<file path="config.mk">
export PLATFORM = sky130hd
export DESIGN_NAME = rsps_top
export DESIGN_NICKNAME = d
export VERILOG_FILES = /design/src/hdl/rsps_pkg.sv /design/src/hdl/rsps_sync.sv /design/src/hdl/rsps_top.sv
export SDC_FILE = /design/constraint.sdc
export NUM_CORES = 1
export LEC_CHECK = 0
export BUFFER_PORTS_ARGS = -buffer_cell sky130_fd_sc_hd__buf_2
export CAP_MARGIN = 30
export CORE_ASPECT_RATIO = 0.75
export CORE_UTILIZATION = 48
export CTS_BUF_LIST = sky130_fd_sc_hd__clkbuf_8
export DETAILED_ROUTE_END_ITERATION = 6
export GPL_TIMING_DRIVEN = 0
export HOLD_SLACK_MARGIN = 0.15
export PLACE_DENSITY_LB_ADDON = 0.05
export SLEW_MARGIN = 20
export SYNTH_ARGS = -nofsm -noshare
export SYNTH_HDL_FRONTEND = slang
export SYNTH_SLANG_ARGS = --single-unit
</file>
<file path="constraint.sdc">
create_clock -name i_sys_clk -period 2.16 [get_ports i_sys_clk]
set_input_delay 0 -clock i_sys_clk [delete_from_list [all_inputs] [get_ports i_sys_clk]]
set_output_delay 0 -clock i_sys_clk [all_outputs]
set_load 0.02 [all_outputs]
</file>
<file path="src/hdl/rsps_pkg.sv">
// constants and types for the reset and standby pin sequencer
package rsps_pkg;
  localparam int CLK_PERIOD_PS = 10000;
  // address bus goes low 2.5 clock periods after the low reset is sampled
  localparam int ADDR_LOW_DELAY_PS = 25000;
  // least time rounds up to whole cycles
  localparam int ADDR_LOW_CYC = (ADDR_LOW_DELAY_PS + CLK_PERIOD_PS - 1) / CLK_PERIOD_PS;
  localparam logic [1:0] ADDR_LOW_LAST = 2'(ADDR_LOW_CYC - 1);
  // reset must lead standby by this many cycles when memory is retained
  localparam int RET_LEAD_CYC = 10;
  // reset must lead standby release by about this time
  localparam int RECOVERY_LEAD_NS = 100;
  localparam int RECOVERY_LEAD_CYC = (RECOVERY_LEAD_NS * 1000) / CLK_PERIOD_PS;
  localparam logic [3:0] RET_LEAD_CNT = 4'(RET_LEAD_CYC);
  localparam logic [3:0] RECOVERY_LEAD_CNT = 4'(RECOVERY_LEAD_CYC);
  localparam logic [3:0] LEAD_CNT_MAX = 4'hf;
  // reset values
  localparam logic STROBE_IDLE = 1'b1;
  localparam logic PIN_LEVEL_IDLE = 1'b1;
  localparam logic [23:0] ADDR_RESET = 24'h000000;
  localparam logic [15:0] DATA_RESET = 16'h0000;
  localparam logic [7:0] PORT_RESET = 8'h00;
  // operating mode codes on i_mode
  localparam logic [1:0] MODE_1 = 2'h0;
  localparam logic [1:0] MODE_2 = 2'h1;
  localparam logic [1:0] MODE_3 = 2'h2;
  localparam logic [1:0] MODE_4 = 2'h3;
  // field positions
  localparam int ADDR_TOP_LSB = 21;
  localparam int SYNC_INIT_BIT = 0;
  localparam int SYNC_SLEEP_BIT = 1;

  typedef enum logic [1:0] {
    RSPS_RUN = 2'b00,
    RSPS_RST_WAIT = 2'b01,
    RSPS_RST_ADDR_LOW = 2'b10
  } rsps_phase_e;
endpackage : rsps_pkg

</file>
<file path="src/hdl/rsps_sync.sv">
// three-stage pin synchroniser with agreement filter
`timescale 1ns/1ps
`default_nettype none
module rsps_sync #(
  parameter int W = 2,
  parameter logic [W-1:0] INIT = '1
) (
  input wire logic i_sys_clk,
  input wire logic i_rst_b,
  input wire logic i_clk_en,
  input wire logic [W-1:0] i_pin,
  output logic [W-1:0] o_level
);
  typedef struct packed {
    logic [W-1:0] s1;
    logic [W-1:0] s2;
    logic [W-1:0] s3;
    logic [W-1:0] lvl;
  } rsps_sync_s;

  rsps_sync_s st_q;
  rsps_sync_s st_d;

  always_comb begin
    st_d = st_q;
    st_d.s1 = i_pin;
    st_d.s2 = st_q.s1;
    st_d.s3 = st_q.s2;
    // a change counts only once stages two and three agree
    for (int i = 0; i < W; i++) begin
      if (st_q.s2[i] == st_q.s3[i]) begin
        st_d.lvl[i] = st_q.s3[i];
      end
    end
  end

  always_ff @(posedge i_sys_clk) begin
    if (!i_rst_b) begin
      st_q <= '{s1: INIT, s2: INIT, s3: INIT, lvl: INIT};
    end else if (i_clk_en) begin
      st_q <= st_d;
    end
  end

  assign o_level = st_q.lvl;
endmodule : rsps_sync
`default_nettype wire

</file>
<file path="src/hdl/rsps_top.sv">
// reset and standby pin sequencer: pin states around the external reset input
`timescale 1ns/1ps
`default_nettype none
module rsps_top (
  input wire logic i_sys_clk,
  input wire logic i_rst_b,
  input wire logic i_clk_en,
  input wire logic i_system_init_low_n,
  input wire logic i_hw_sleep_request_n,
  input wire logic [1:0] i_mode,
  input wire logic i_onchip_memory_enable,
  input wire logic [2:0] i_top_addr_line_enable,
  input wire logic [3:0] i_upper_select_enable,
  input wire logic i_clk_out_stop,
  input wire logic i_hold_pins,
  input wire logic [23:0] i_addr,
  input wire logic [15:0] i_data,
  input wire logic i_data_drive,
  input wire logic i_address_strobe_n,
  input wire logic i_read_strobe_n,
  input wire logic i_upper_byte_write_n,
  input wire logic i_lower_byte_write_n,
  input wire logic i_area_zero_select_n,
  input wire logic [3:0] i_upper_select_n,
  input wire logic [7:0] i_port_out,
  input wire logic [7:0] i_port_dir,
  input wire logic [2:0] i_top_port_out,
  input wire logic [2:0] i_top_port_dir,
  input wire logic [3:0] i_sel_port_out,
  input wire logic [3:0] i_sel_port_dir,
  output logic [20:0] o_addr,
  output logic o_addr_oe,
  output logic [2:0] o_top_pin,
  output logic [2:0] o_top_pin_oe,
  output logic [3:0] o_sel_pin,
  output logic [3:0] o_sel_pin_oe,
  output logic [15:0] o_data,
  output logic [15:0] o_data_oe,
  output logic o_address_strobe_n,
  output logic o_read_strobe_n,
  output logic o_upper_byte_write_n,
  output logic o_lower_byte_write_n,
  output logic o_area_zero_select_n,
  output logic [7:0] o_port,
  output logic [7:0] o_port_oe,
  output logic o_clk_pin_oe,
  output logic o_in_reset,
  output logic o_sequence_fault
);
  typedef struct packed {
    rsps_pkg::rsps_phase_e phase;
    logic [1:0] dly_cnt;
    logic [3:0] lead_cnt;
    logic sleep_prev;
    logic fault;
    logic clk_oe;
    logic [23:0] addr;
    logic addr_oe;
    logic [2:0] top_oe;
    logic [3:0] sel_oe;
    logic [15:0] data;
    logic data_oe;
    logic as_n;
    logic rd_n;
    logic hw_n;
    logic lw_n;
    logic cs0_n;
    logic [3:0] sel;
    logic [2:0] top;
    logic [7:0] port;
    logic [7:0] port_oe;
  } rsps_state_s;

  rsps_state_s st_q;
  rsps_state_s st_d;
  logic [1:0] sync_lvl;
  logic init_low;
  logic sleep_n;
  logic wide_mode;
  logic [2:0] top_is_addr;

  rsps_sync #(
    .W(2),
    .INIT(2'h3)
  ) u_sync (
    .i_sys_clk(i_sys_clk),
    .i_rst_b(i_rst_b),
    .i_clk_en(i_clk_en),
    .i_pin({i_hw_sleep_request_n, i_system_init_low_n}),
    .o_level(sync_lvl)
  );

  assign init_low = ~sync_lvl[rsps_pkg::SYNC_INIT_BIT];
  assign sleep_n = sync_lvl[rsps_pkg::SYNC_SLEEP_BIT];
  assign wide_mode = (i_mode == rsps_pkg::MODE_3) || (i_mode == rsps_pkg::MODE_4);
  assign top_is_addr = wide_mode ? ~i_top_addr_line_enable : 3'h0;

  always_comb begin
    st_d = st_q;
    // reset phase sequencing
    case (st_q.phase)
      rsps_pkg::RSPS_RUN: begin
        if (init_low) begin
          st_d.phase = rsps_pkg::RSPS_RST_WAIT;
          st_d.dly_cnt = 2'h0;
        end
      end
      rsps_pkg::RSPS_RST_WAIT: begin
        if (!init_low) begin
          st_d.phase = rsps_pkg::RSPS_RUN;
        end else if (st_q.dly_cnt == rsps_pkg::ADDR_LOW_LAST) begin
          st_d.phase = rsps_pkg::RSPS_RST_ADDR_LOW;
        end else begin
          st_d.dly_cnt = st_q.dly_cnt + 2'h1;
        end
      end
      rsps_pkg::RSPS_RST_ADDR_LOW: begin
        if (!init_low) begin
          st_d.phase = rsps_pkg::RSPS_RUN;
        end
      end
      default: begin
        st_d.phase = rsps_pkg::RSPS_RUN;
      end
    endcase

    // the pin is read raw here so the clock output starts on the very next edge
    st_d.clk_oe = ~i_system_init_low_n | ~i_clk_out_stop;

    if (st_q.phase != rsps_pkg::RSPS_RUN) begin
      st_d.as_n = rsps_pkg::STROBE_IDLE;
      st_d.rd_n = rsps_pkg::STROBE_IDLE;
      st_d.hw_n = rsps_pkg::STROBE_IDLE;
      st_d.lw_n = rsps_pkg::STROBE_IDLE;
      st_d.cs0_n = rsps_pkg::STROBE_IDLE;
      st_d.data_oe = 1'b0;
      st_d.port_oe = 8'h00;
      st_d.top_oe = 3'h0;
      st_d.sel_oe = 4'h0;
      st_d.addr_oe = 1'b1;
      if (st_q.phase == rsps_pkg::RSPS_RST_ADDR_LOW || st_d.phase == rsps_pkg::RSPS_RST_ADDR_LOW) begin
        st_d.addr = rsps_pkg::ADDR_RESET;
      end
    end else if (!i_hold_pins) begin
      st_d.addr = i_addr;
      st_d.addr_oe = 1'b1;
      st_d.data = i_data;
      st_d.data_oe = i_data_drive;
      st_d.as_n = i_address_strobe_n;
      st_d.rd_n = i_read_strobe_n;
      st_d.hw_n = i_upper_byte_write_n;
      st_d.lw_n = i_lower_byte_write_n;
      st_d.cs0_n = i_area_zero_select_n;
      st_d.port = i_port_out;
      st_d.port_oe = i_port_dir;
      for (int i = 0; i < 3; i++) begin
        st_d.top[i] = top_is_addr[i] ? i_addr[rsps_pkg::ADDR_TOP_LSB + i] : i_top_port_out[i];
        st_d.top_oe[i] = top_is_addr[i] | i_top_port_dir[i];
      end
      for (int i = 0; i < 4; i++) begin
        st_d.sel[i] = i_upper_select_enable[i] ? i_upper_select_n[i] : i_sel_port_out[i];
        st_d.sel_oe[i] = i_upper_select_enable[i] | i_sel_port_dir[i];
      end
    end else begin
      // held: driven values freeze, anything not driven stays floating
      st_d.port_oe = st_q.port_oe;
    end

    // supervisor ordering watch; the fault flag is sticky until module reset
    st_d.sleep_prev = sleep_n;
    if (!init_low) begin
      st_d.lead_cnt = 4'h0;
    end else if (st_q.lead_cnt != rsps_pkg::LEAD_CNT_MAX) begin
      st_d.lead_cnt = st_q.lead_cnt + 4'h1;
    end
    // reset released before standby falls leaves the lead at zero, so it lands here too
    if (st_q.sleep_prev && !sleep_n && i_onchip_memory_enable &&
        (st_q.lead_cnt < rsps_pkg::RET_LEAD_CNT)) begin
      st_d.fault = 1'b1;
    end
    if (!st_q.sleep_prev && sleep_n && (st_q.lead_cnt < rsps_pkg::RECOVERY_LEAD_CNT)) begin
      st_d.fault = 1'b1;
    end
  end

  always_ff @(posedge i_sys_clk) begin
    if (!i_rst_b) begin
      st_q <= '{
        phase: rsps_pkg::RSPS_RUN,
        dly_cnt: 2'h0,
        lead_cnt: 4'h0,
        sleep_prev: rsps_pkg::PIN_LEVEL_IDLE,
        fault: 1'b0,
        clk_oe: 1'b0,
        addr: rsps_pkg::ADDR_RESET,
        addr_oe: 1'b0,
        top_oe: 3'h0,
        sel_oe: 4'h0,
        data: rsps_pkg::DATA_RESET,
        data_oe: 1'b0,
        as_n: rsps_pkg::STROBE_IDLE,
        rd_n: rsps_pkg::STROBE_IDLE,
        hw_n: rsps_pkg::STROBE_IDLE,
        lw_n: rsps_pkg::STROBE_IDLE,
        cs0_n: rsps_pkg::STROBE_IDLE,
        sel: 4'hf,
        top: 3'h0,
        port: rsps_pkg::PORT_RESET,
        port_oe: rsps_pkg::PORT_RESET
      };
    end else if (i_clk_en) begin
      st_q <= st_d;
    end
  end

  // the raw pin gates these asynchronously: the pins must react before any edge
  assign o_port_oe = st_q.port_oe & {8{i_system_init_low_n}};
  assign o_top_pin_oe = st_q.top_oe & {3{i_system_init_low_n}};
  assign o_sel_pin_oe = st_q.sel_oe & {4{i_system_init_low_n}};
  assign o_data_oe = {16{st_q.data_oe & i_system_init_low_n}};
  assign o_address_strobe_n = st_q.as_n | ~i_system_init_low_n;
  assign o_read_strobe_n = st_q.rd_n | ~i_system_init_low_n;
  assign o_upper_byte_write_n = st_q.hw_n | ~i_system_init_low_n;
  assign o_lower_byte_write_n = st_q.lw_n | ~i_system_init_low_n;
  assign o_area_zero_select_n = st_q.cs0_n | ~i_system_init_low_n;
  assign o_addr = st_q.addr[20:0];
  assign o_addr_oe = st_q.addr_oe;
  assign o_top_pin = st_q.top;
  assign o_sel_pin = st_q.sel;
  assign o_data = st_q.data;
  assign o_port = st_q.port;
  assign o_clk_pin_oe = st_q.clk_oe;
  assign o_in_reset = (st_q.phase != rsps_pkg::RSPS_RUN);
  assign o_sequence_fault = st_q.fault;
endmodule : rsps_top
`default_nettype wire

</file>
-- Yosys cells after proc, flatten, opt, wreduce, memory -nomap -nowiden
Index checks and enable logic that the tools add are counted.
- bits in registers: 93
- word-level logic and storage cells: 113
- add/sub/neg operators: 2
- equal/unequal tests: 14
- bitwise gates (word level): 22
- reductions and logical operators: 22
- mux-type cells: 26
- order comparisons: 1
- operators with widths (operator ; number):
    $mux 66 ; 1
    $mux 29 ; 1
    $mux 21 ; 1
    $mux 8 ; 2
    $or 1x1->1 ; 13
    $mux 4 ; 3
    $eq 2x2->1 const B ; 5
    $mux 2 ; 5
    $reduce_and 2->1 ; 5
    $mux 1 ; 9
    $and 8x8->8 ; 1
    $reduce_bool 2->1 ; 4
    $mux 6 ; 1
    $ne 2x2->1 const B ; 3
    $pmux 2 s3 ; 1
    $reduce_and 3->1 ; 2
    $logic_and 1x1->1 ; 5
    $reduce_and 5->1 ; 1
    $add 4x1->4 const B ; 1
    $and 4x4->4 ; 1
    $lt 4x4->1 const B ; 1
    $ne 2x1->1 const B ; 2
    $ne 4x4->1 const B ; 1
    $not 1->1 ; 4
    11 further kinds ; 14

-- Logic depth before layout (Yosys ltp)
Gate-level depths: netlist of the first run.
- depth in word-level cells: 8
- mapped depth: 6
- mapped depth without buffers: 5

-- Modules after synthesis
From an unflattened synthesis of the first run, not the netlist that was laid out.
- cell total of the unflattened synthesis: 445
- area total of the unflattened synthesis: 4097.7 um^2
- modules (own cells, without submodules) (module ; seq. area each (um^2) ; times used ; area each (um^2) ; cells each):
    rsps_top ; 1701.6 ; 1 ; 3763.6 ; 414
    rsps_sync ; 160.2 ; 1 ; 334.1 ; 31

-- Worst setup path after synthesis of the first run
OpenSTA, ideal clock, no wires.
- path type: flip-flop to flip-flop
- from: register st_q[84] (netlist bit)
- to: register st_q (netlist bit o_addr[10])
- arrival time: 1.441 ns
- path slack: 0.660 ns
- required time: 2.101 ns
- library setup time: 0.059 ns
- buffers on the path: 1
- stages on the path, launching flop included: 7
- clock period less this slack: 1.500 ns
- cell sequence: dfxtp_1 -> inv_1 -> ha_1 -> and3b_1 -> a221oi_1 -> buf_2 -> a22o_1
- word-level cells in the longest chain between the ends: 8
- RTL lines (what ; line ; source):
    from (decl) ; rsps_top.sv:74 ; rsps_state_s st_q;
    from (signal assigned) ; rsps_top.sv:188 ; st_q <= '{
    from (signal assigned) ; rsps_top.sv:212 ; st_q <= st_d;
    $eq 2x2->1 ; rsps_top.sv:111 ; end else if (st_q.dly_cnt == rsps_pkg::ADDR_LOW_LAST) begin
    $mux 2 ; rsps_top.sv:111 ;
    $mux 2 ; rsps_top.sv:109 ; if (!init_low) begin
    $pmux 2 s3 ; rsps_top.sv:101 ; case (st_q.phase)
    $eq 2x2->1 ; rsps_top.sv:141 ; if (st_q.phase == rsps_pkg::RSPS_RST_ADDR_LOW || st_d.phase == rsps_pkg::RSPS_RST_ADDR_LOW) begin
    $logic_or 1x1->1 ; rsps_top.sv:141 ;
    $ne 2x1->1 (no source line) ; -- ;
    $reduce_and 3->1 (no source line) ; -- ;
Every way passes these cells.
A chain may end at the register's enable or synchronous reset.

-- Final worst setup path of the first run
- from: register st_q[86] (netlist bit)
- to: register st_q[47] (netlist bit)
- word-level cells in the longest chain between the ends: 3
- elaborated cells between the ends (all ways): 4
- classes of those cells: eq/ne: 1; mux: 1; reduce/logical: 2
- RTL lines (what ; line ; source):
    $reduce_bool 2->1 * ; rsps_top.sv:130 ; if (st_q.phase != rsps_pkg::RSPS_RUN) begin
    $ne 2x1->1 (no source line) ; -- ;
    $reduce_and 2->1 (no source line) ; -- ;
Mark *: on every way between the ends. The rest lies on a longest branch, timed or not.

==> impl_metrics.yaml, run 1 <==
floorplanning:
  die_w_um: 108
  start_util_pct: 50.2
  core-area_mm2: 0.00802
  ios: 189
  dieArea_mm2: 0.00876
  die_y_um: 81.3
  rows: 28
timing:
  hold_violations: 0
  max_freq_mhz: 498
  fin_crit_sh_pct: 93.0
  slew_headroom_pct: 60.3
  setup_violations: 0
  rsz0062_at_grt: "no"
  clock_skew_ns: 0.0109
  period_needed_ns: 2.01
  slew_viol_final: 0
  worst_pin_slew_ns: 0.593
  final.setup.tns_ns: 0
worst_setup_path:
  critPathCaptureType: "flop"
  r2r-start: "st_q[86]"
  worst-path-max-fanout: 10
  reg2reg_slack_ns: 0.15
  startpoint: "st_q[86]"
  cp.arrival_ns: 2.30
  timing.rr.end: "st_q[47]"
  critPathKind: "reg -> reg"
  worstSetupStartpointType: "flop"
  endpoint: "st_q[47]"
  required_ns: 2.45
  r2r_cells: 6
cts:
  cts_buffer_depth: 2
  cts_root_buf: "clkbuf_8"
  clock-sinks: 93
  numCtsBuffers: 9
  cts_max_level: 3
  clock_latency_ns: 0.35
  cts_tree: "built"
  cts.clk_slew.worst_paths_ns: 0.09
yosys:
  synth_area_mm2: 0.00403
  synth_edf_count: 0
  synth_most_common_cell: "dfxtp_1"
  ys_async_sr_fraction_pct: 0
  yosysTopAreaCell: "dfxtp_1"
  ys_warn_count: 0
  yosysTopAreaCellShare_pct: 46.2
  ys_top_cells_by_area: "dfxtp_1, buf_4, a22o_1"
  syn-num-nets: 541
  ys_top_cells_by_count: "dfxtp_1, buf_4, nand2_1, a21oi_1, a22o_1"
  ys_seq_area_share_pct: 46.2
  avgSynthCellArea_um2: 9.11
  synth_cells: 442
  ys_types: 35
  ys_ff_latch: 93
  ys.flop_type: "dfxtp_1"
final_layout:
  diodes: 0
  regArea_mm2: 0.00186
  multi_input_area_mm2: 0.00152
  fin_area_mm2: 0.00623
  drive_gt1_share_pct: 39.4
  num-fill-cells: 558
  syn_to_final_growth_pct: 54.6
  nets: 830
detailed_routing:
  routed_wl_um: 11600
  vias_per_cell: 4.82
  postRouteAntennaNets: 0
  drt_iter0_markers: 213
  routedWlPerCell_um: 13.8
  vias: 4052
  drc_errors: 0
  first_pass_iters: 4
pwr:
  leakage_nw: 3.05
  p_per_area_mw_per_mm2: 601
  peakVddDrop_v: 0.000362
status:
  status: "completed"
global_routing:
  grt_pass1_wl_um: 17600
  grt-ovfl-total: 0
  grt_max_degree: 17
  grt_antenna_before_repair: 0
  grt_pass1_vias: 3805
  grt.total_usage_pct: 26.0
placement:
  port-buffer-count: 187
  post_dp_cell_area_mm2: 0.00509
  post-dp-hpwl_um: 7340
  gp_congestion: 0.784
job:
  drv_cap: 0
min_path:
  hold_class: "in -> reg"
[power by group]
part / total, mW / internal [mW] / leakage [nW] / switching [mW]
sequential: 1.83 / 1.79 / 0.761 / 0.0388
combinational: 0.702 / 0.374 / 2.19 / 0.328
clock: 1.21 / 0.598 / 0.102 / 0.610
total: 3.74 / 2.76 / 3.05 / 0.976
[layout make-up]
class | count | share of cell area (%)
plain buffers | 94 | 10.3
clock buffers | 11 | 2.43
clock inverters | 5 | 0.945
inverters | 5 | 0.301
multi-input cells | 250 | 24.4
flip-flops and latches | 93 | 29.9
well taps | 105 | 2.11
repair buffers | 278 | 29.7
[registers in the layout, summed over array words and instances, names as in the netlist, 2 cells and up]
signal	count
st_q	30
o_addr	21
o_data	16
o_port	8
o_sel_pin	4
u_sync.st_d	4
o_top_pin	3
u_sync.o_level	2
u_sync.st_q	2
[stage by stage]
step,utilization [%],cells,setup WS [ns],total power [mW],hold WS [ns]
after floorplan,-,442,0.660,2.21,0.111
after global placement,63.5,734,0.414,2.41,0.205
after detailed placement,63.5,734,0.387,2.42,0.209
after CTS,77.5,841,0.0730,3.75,0.173
after global routing,77.6,841,0.0700,3.90,0.196
final,77.6,841,0.150,3.74,0.194
[logic make-up (layout without fill, tap and decap cells)]
logic type                 after synthesis  in the layout  share of synthesized area (%)
and+or+nand+nor                        117            117                           14.3
muxes                                   19             19                           4.75
AOI/OAI and AO/OA                      112            112                           17.9
DFF                                     93             93                           46.2
buffers and inverters                   99            393                           16.2
adders and majority gates                2              2                          0.621
[worst min-delay path by stage]
stage	from	to	slack, ns	depth (start not counted)
3_3_place_gp	i_clk_out_stop	o_clk_pin_oe	0.20	2
6_report	i_rst_b	st_q[23]	0.19	3
3_5_place_dp	i_clk_out_stop	o_clk_pin_oe	0.21	2
5_1_grt	i_rst_b	st_q[23]	0.20	3
4_1_cts	i_hold_pins	o_data[10]	0.17	5
2_1_floorplan	i_clk_out_stop	o_clk_pin_oe	0.11	1
[layer usage]
layer	up-vias	routed length (um)	global-route usage, %
met5	-	0	0
met3	16	950	7.70
met2	195	5660	47.4
met4	0	155	6.85
met1	1824	4850	29.8
li1	2017	-	-
[layout by cell type, fill, tap and decap left out, types with 3 or more instances in the layout]
master	n
buf_2	194
dfxtp_1	93
dlygate4sd3_1	91
buf_4	72
nand2_1	70
a21oi_1	41
a22o_1	30
o21ai_0	25
mux2i_1	18
and2_1	16
clkbuf_1	11
clkbuf_8	11
nand2b_1	9
inv_1	5
nor2b_1	5
o22a_1	5
o211ai_1	4
nand4_1	3
[critical path: stages, from the launching register on]
cell and delay [ns]:
dfxtp_1 0.31, buf_2 0.17, nor4b_2 0.33, clkbuf_4 0.29, o21ai_0 0.13, dlygate4sd3_1 0.58
a21oi_1 0.13
[timing repair]
item | 4_1_cts | 5_1_grt
hold buffers | 91 | 0
gates resized for setup | 0 | 3
setup buffers | 0 | 0
hold endpoints to repair | 77 | 0
endpoints found under the setup margin | 0 | 7
Power figures use the tool's default switching activity.
==> run 2, diff against run 1 <==
- CORE_UTILIZATION: 48 -> 47
- CTS_BUF_LIST: sky130_fd_sc_hd__clkbuf_8 -> not set
==> impl_metrics.yaml, run 2 (synthesis gave the netlist of run 1 again) <==
final_layout:
  final_cell_mix: "buf_2, dfxtp_1, dlygate4sd3_1"
  largest_reg_flops: 30
  fin_area_mm2: 0.00629
  syn_to_final_growth_pct: 56.3
  diodes: 0
  multi_input_area_mm2: 0.00152
  mostFrequentLayoutCell: "buf_2"
  drive_gt1_share_pct: 39.4
  regArea_mm2: 0.00186
  nets: 830
  largest_register: "st_q"
  num-fill-cells: 567
timing:
  hold_violations: 0
  setup_violations: 0
  holdWs_ns: 0.206
  worst_pin_slew_ns: 0.626
  max_freq_mhz: 499
  slew_viol_final: 0
  period_needed_ns: 2.00
  setup_slack_ns: 0.155
  clock_skew_ns: 0.00475
  fin_crit_sh_pct: 92.8
  slew_headroom_pct: 58.1
floorplanning:
  die_y_um: 82.2
  ios: 189
  rows: 28
  dieArea_mm2: 0.00894
  die_w_um: 109
  start_util_pct: 49.8
  core-area_mm2: 0.00809
global_routing:
  grt.total_usage_pct: 26.8
  grt_antenna_before_repair: 0
  grt_max_degree: 17
  grt_pass1_wl_um: 18300
  grt_pass1_vias: 3995
  grt-ovfl-total: 0
status:
  status: "completed"
detailed_routing:
  routed_wl_um: 12100
  drc_errors: 0
  routedWlPerCell_um: 14.4
  postRouteAntennaNets: 0
  drt_iter0_markers: 162
  vias_per_cell: 4.86
  vias: 4087
  first_pass_iters: 4
cts:
  cts_root_buf: "clkbuf_16"
  clock-sinks: 93
  cts_buffer_depth: 2
  cts_tree: "built"
  cts_setup_buffers: 0
  clock_latency_ns: 0.34
  numCtsBuffers: 9
  cts_max_level: 3
  cts.clk_slew.worst_paths_ns: 0.06
pwr:
  peakVddDrop_v: 0.000474
  p_per_area_mw_per_mm2: 637
  leakage_nw: 3.10
min_path:
  hold_class: "in -> reg"
  hp-start: "i_hold_pins"
worst_setup_path:
  critPathKind: "reg -> reg"
  endpoint: "st_q[45]"
  worst-path-max-fanout: 10
  startpoint: "st_q[86]"
  r2r-start: "st_q[86]"
  timing.rr.end: "st_q[45]"
  cp.arrival_ns: 2.27
  critPathCaptureType: "flop"
  required_ns: 2.43
  worstSetupStartpointType: "flop"
  reg2reg_slack_ns: 0.16
  r2r_cells: 6
job:
  drv_cap: 0
placement:
  gp_congestion: 0.759
  post_dp_cell_area_mm2: 0.00509
  preCtsSetupSlack_ns: 0.324
  post-dp-hpwl_um: 7500
  port-buffer-count: 187
-- run 2: cell count changes in the layout (fill, tap and decap cells not counted), sizes merged --
cell      previous run  this run
clkinv               2         5
bufinv               1         0
clkinvlp             2         0
-- run 2: power breakdown --
part | switching (mW) | leakage (nW) | internal (mW)
clock network | 0.637 | 0.145 | 0.832
logic | 0.334 | 2.19 | 0.374
registers | 0.0382 | 0.761 | 1.79
-- run 2: critical path: stages, from the launching register on --
cell and delay, ns:
dfxtp_1 0.30, buf_2 0.18, nor4b_2 0.33, clkbuf_4 0.27
o21ai_0 0.13, dlygate4sd3_1 0.58, a21oi_1 0.14
-- run 2: cell type report --
type	count	share of cell area [%]
clock inverter	5	0.398
timing repair buffer	278	29.3
clock buffer	11	4.02
multi-input combinational	250	24.1
sequential	93	29.6
inverter	5	0.298
tap	105	2.09
buffer	94	10.2
-- run 2: worst min path at each step --
stage	endpoint	cells after the start	slack (ns)
floorplan	o_clk_pin_oe	1	0.11
global placement	o_clk_pin_oe	2	0.20
detailed placement	o_clk_pin_oe	2	0.20
CTS	o_port[7]	5	0.19
global route	o_addr[0]	4	0.24
finish	o_port[7]	5	0.21
-- run 2: repair_timing --
item                       4_1_cts  5_1_grt
hold buffers                    91        0
gates resized for setup          0        3
hold endpoints to repair        77        0
setup endpoints to repair        0        7
-- run 2: metal layers --
| metal | wire, um | global-route usage [%] | share of wire, % |
|---|---|---|---|
| met4 | 269 | 10.9 | 2.2 |
| met2 | 5990 | 47.9 | 49 |
| met5 | 0 | 0 | 0 |
| met1 | 5040 | 30.3 | 41 |
| met3 | 853 | 7.61 | 7.0 |
-- run 2: metrics by stage --
| step | total power, mW | cells | TNS (ns) | utilization, % |
|---|---|---|---|---|
| 5_1_grt | 4.16 | 841 | -0.0146 | 77.8 |
| 3_5_place_dp | 2.42 | 734 | 0 | 62.9 |
| 2_1_floorplan | 2.21 | 442 | 0 | - |
| 6_report | 4.01 | 841 | 0 | 77.8 |
| 4_1_cts | 4.01 | 841 | 0 | 77.6 |
| 3_3_place_gp | 2.41 | 734 | 0 | 62.9 |
==> run 3, diff against run 2 <==
- ABC_AREA: not set -> 1
- BUFFER_PORTS_ARGS: -buffer_cell sky130_fd_sc_hd__buf_2 -> -buffer_cell sky130_fd_sc_hd__buf_4
- CORE_UTILIZATION: 47 -> 48
==> impl_metrics.yaml, run 3 <==
yosys:
  synth_most_common_cell: "nand2_1"
  synthAdderAreaFrac_pct: 0.567
  avgSynthCellArea_um2: 7.02
  ys_top_cells_by_area: "dfxtp_1, nand2_1, buf_4"
  syn-num-nets: 728
  ys_ff_latch: 93
  synth_cells: 629
  synthSimpleGateAreaFrac_pct: 25.9
  yosysTopAreaCellShare_pct: 42.2
  ys_top_cells_by_count: "nand2_1, nor2_1, dfxtp_1, buf_4, inv_1"
  yosysTopAreaCell: "dfxtp_1"
  synth_edf_count: 0
  synth-compound-area-share_pct: 11.2
  synth_xor_area_share_pct: 0
  ys_async_sr_fraction_pct: 0
  synth_top_family_by_area: "simple AND/OR/NAND/NOR gates"
  ys_seq_area_share_pct: 42.2
  synth_area_mm2: 0.00442
  ys.flop_type: "dfxtp_1"
  synthMuxAreaShare_pct: 0
  ys_types: 29
  ys_warn_count: 0
pwr:
  seqPwrFrac_pct: 39.5
  power.internal_mw: 3.54
  comb_power_share_pct: 22.3
  p_per_area_mw_per_mm2: 648
  clock_power_share_pct: 38.2
  p_sw_mw: 1.22
  peakVddDrop_v: 0.000485
  leakage_nw: 3.82
  swShare_pct: 25.6
  p_total_mw: 4.76
timing:
  holdWs_ns: 0.169
  worst_pin_slew_ns: 0.622
  slew_headroom_pct: 58.6
  slew_viol_final: 0
  clock_skew_ns: 0.00635
  rsz0062_at_grt: "no"
  fin_crit_sh_pct: 94.6
  hold_violations: 0
  final.setup.tns_ns: 0
  setup_violations: 0
  max_freq_mhz: 489
  period_needed_ns: 2.04
detailed_routing:
  postRouteAntennaNets: 0
  drt_iter0_markers: 230
  vias: 5125
  vias_per_cell: 4.91
  drc_errors: 0
  routedWlPerCell_um: 14.2
  first_pass_iters: 5
  routed_wl_um: 14900
worst_setup_path:
  cp.arrival_ns: 2.28
  required_ns: 2.39
  path_cells: "nor2_2 -> nand2_1 -> nor2_4 -> buf_2 -> nand3_1 -> dlygate4sd3_1 -> o211a_1"
  critPathCaptureType: "flop"
  critPathKind: "reg -> reg"
  worst-path-max-fanout: 10
  slowest_delay_ns: 0.57
  crit_family: "buffers and inverters"
  crit_buf_inv: 2
  worst_path_max_delay_cell: "dlygate4sd3_1"
  worstSetupStartpointType: "flop"
placement:
  post-dp-hpwl_um: 9200
  gp_congestion: 0.811
  port-buffer-count: 185
cts:
  cts_tree: "built"
  clock_latency_ns: 0.35
  cts_max_level: 3
  cts_root_buf: "clkbuf_16"
  cts_buffer_depth: 2
  clock-sinks: 93
  cts.clk_slew.worst_paths_ns: 0.06
  numCtsBuffers: 9
  cts_setup_buffers: 0
min_path:
  hold_class: "in -> reg"
floorplanning:
  rows: 29
  start_util_pct: 50.9
  die_y_um: 85.1
  core-area_mm2: 0.00867
  die_w_um: 113
  dieArea_mm2: 0.00959
  ios: 189
final_layout:
  mostFrequentLayoutCell: "buf_4"
  largest_register: "st_q"
  drive_gt1_share_pct: 31.5
  nets: 1030
  syn_to_final_growth_pct: 66.4
  final_util_pct: 84.7
  largest_reg_flops: 30
  diodes: 0
  final_cell_mix: "buf_4, nand2_1, dlygate4sd3_1"
  num-fill-cells: 487
global_routing:
  grt_pass1_wl_um: 24100
  grt_pass1_vias: 5315
  grt.total_usage_pct: 31.9
  grt_antenna_before_repair: 0
  grt_max_degree: 17
  grt-ovfl-total: 0
job:
  drv_cap: 0
status:
  status: "completed"
run 3: cell types whose count changed in the layout (fill, tap and decap cells not counted), moves of 9 or more:
cell	before	now
buf_4	72	258
buf_2	194	9
nor2_1	2	103
nand2_1	70	148
inv_1	5	55
a22o_1	30	0
nand3_1	2	28
mux2i_1	18	0
and2_1	16	0
dlygate4sd3_1	91	106
a21oi_1	41	29
o21ai_0	25	35
nand2b_1	9	0
run 3: layer usage:
layer,vias up,GRT usage (%),routed length [um]
met5,-,0,0
met4,0,12.8,463
met3,50,9.14,1010
met2,217,60.3,7650
met1,2361,33.3,5740
li1,2497,-,-
run 3: worst paths after layout:
check,depth (start not counted),start,slack (ns),end
min reg2reg,2,st_q[85],0.46,st_q[85]
max,7,st_q[86],0.12,o_top_pin[0]
min,6,i_hold_pins,0.17,o_addr[1]
max reg2reg,7,st_q[86],0.12,o_top_pin[0]
run 3: final cells by class:
cell class,count,area [um^2],area share [%]
Timing Repair Buffer,291,2450,33.3
Multi-Input combinational cell,378,1670,22.7
Buffer,99,673,9.16
Sequential cell,93,1860,25.3
Inverter,59,221,3.01
Tap cell,108,135,1.84
Clock buffer,12,246,3.35
Clock inverter,4,95.1,1.29
run 3: metrics by stage:
| step | cell area [um^2] | setup WS, ns | instances |
|---|---|---|---|
| after CTS | 7340 | 0.0765 | 1044 |
| after detailed placement | 5940 | 0.665 | 922 |
| final | 7350 | 0.116 | 1044 |
| after global placement | 5940 | 0.719 | 922 |
| after global routing | 7350 | 0.00549 | 1044 |
| after floorplan | 4420 | 0.871 | 629 |
run 3: what timing repair did:
action,4_1_cts,5_1_grt
endpoints found under the setup margin,0,3
hold endpoints to repair,86,0
hold buffers,106,0
resized for setup,0,5
run 3: power by group through the flow:
stage	clock (mW)	combinational (mW)	sequential (mW)
6_report	1.82	1.06	1.88
5_1_grt	1.91	1.14	1.89
4_1_cts	1.84	1.03	1.88
3_5_place_dp	0	0.869	1.91
3_3_place_gp	0	0.853	1.91
2_1_floorplan	0	0.508	1.90
run 3: cell families after synthesis:
kind of cell / Yosys count
AOI/OAI and AO/OA: 87
adders and majority gates: 2
buffers and inverters: 158
DFF: 93
and+or+nand+nor: 289
run 3: worst register-to-register path, cell delays in order, from the launching register on:
cell,delay (ns)
dfxtp_1,0.37
nor2_2,0.20
nand2_1,0.14
nor2_4,0.19
buf_2,0.26
nand3_1,0.10
dlygate4sd3_1,0.57
o211a_1,0.11
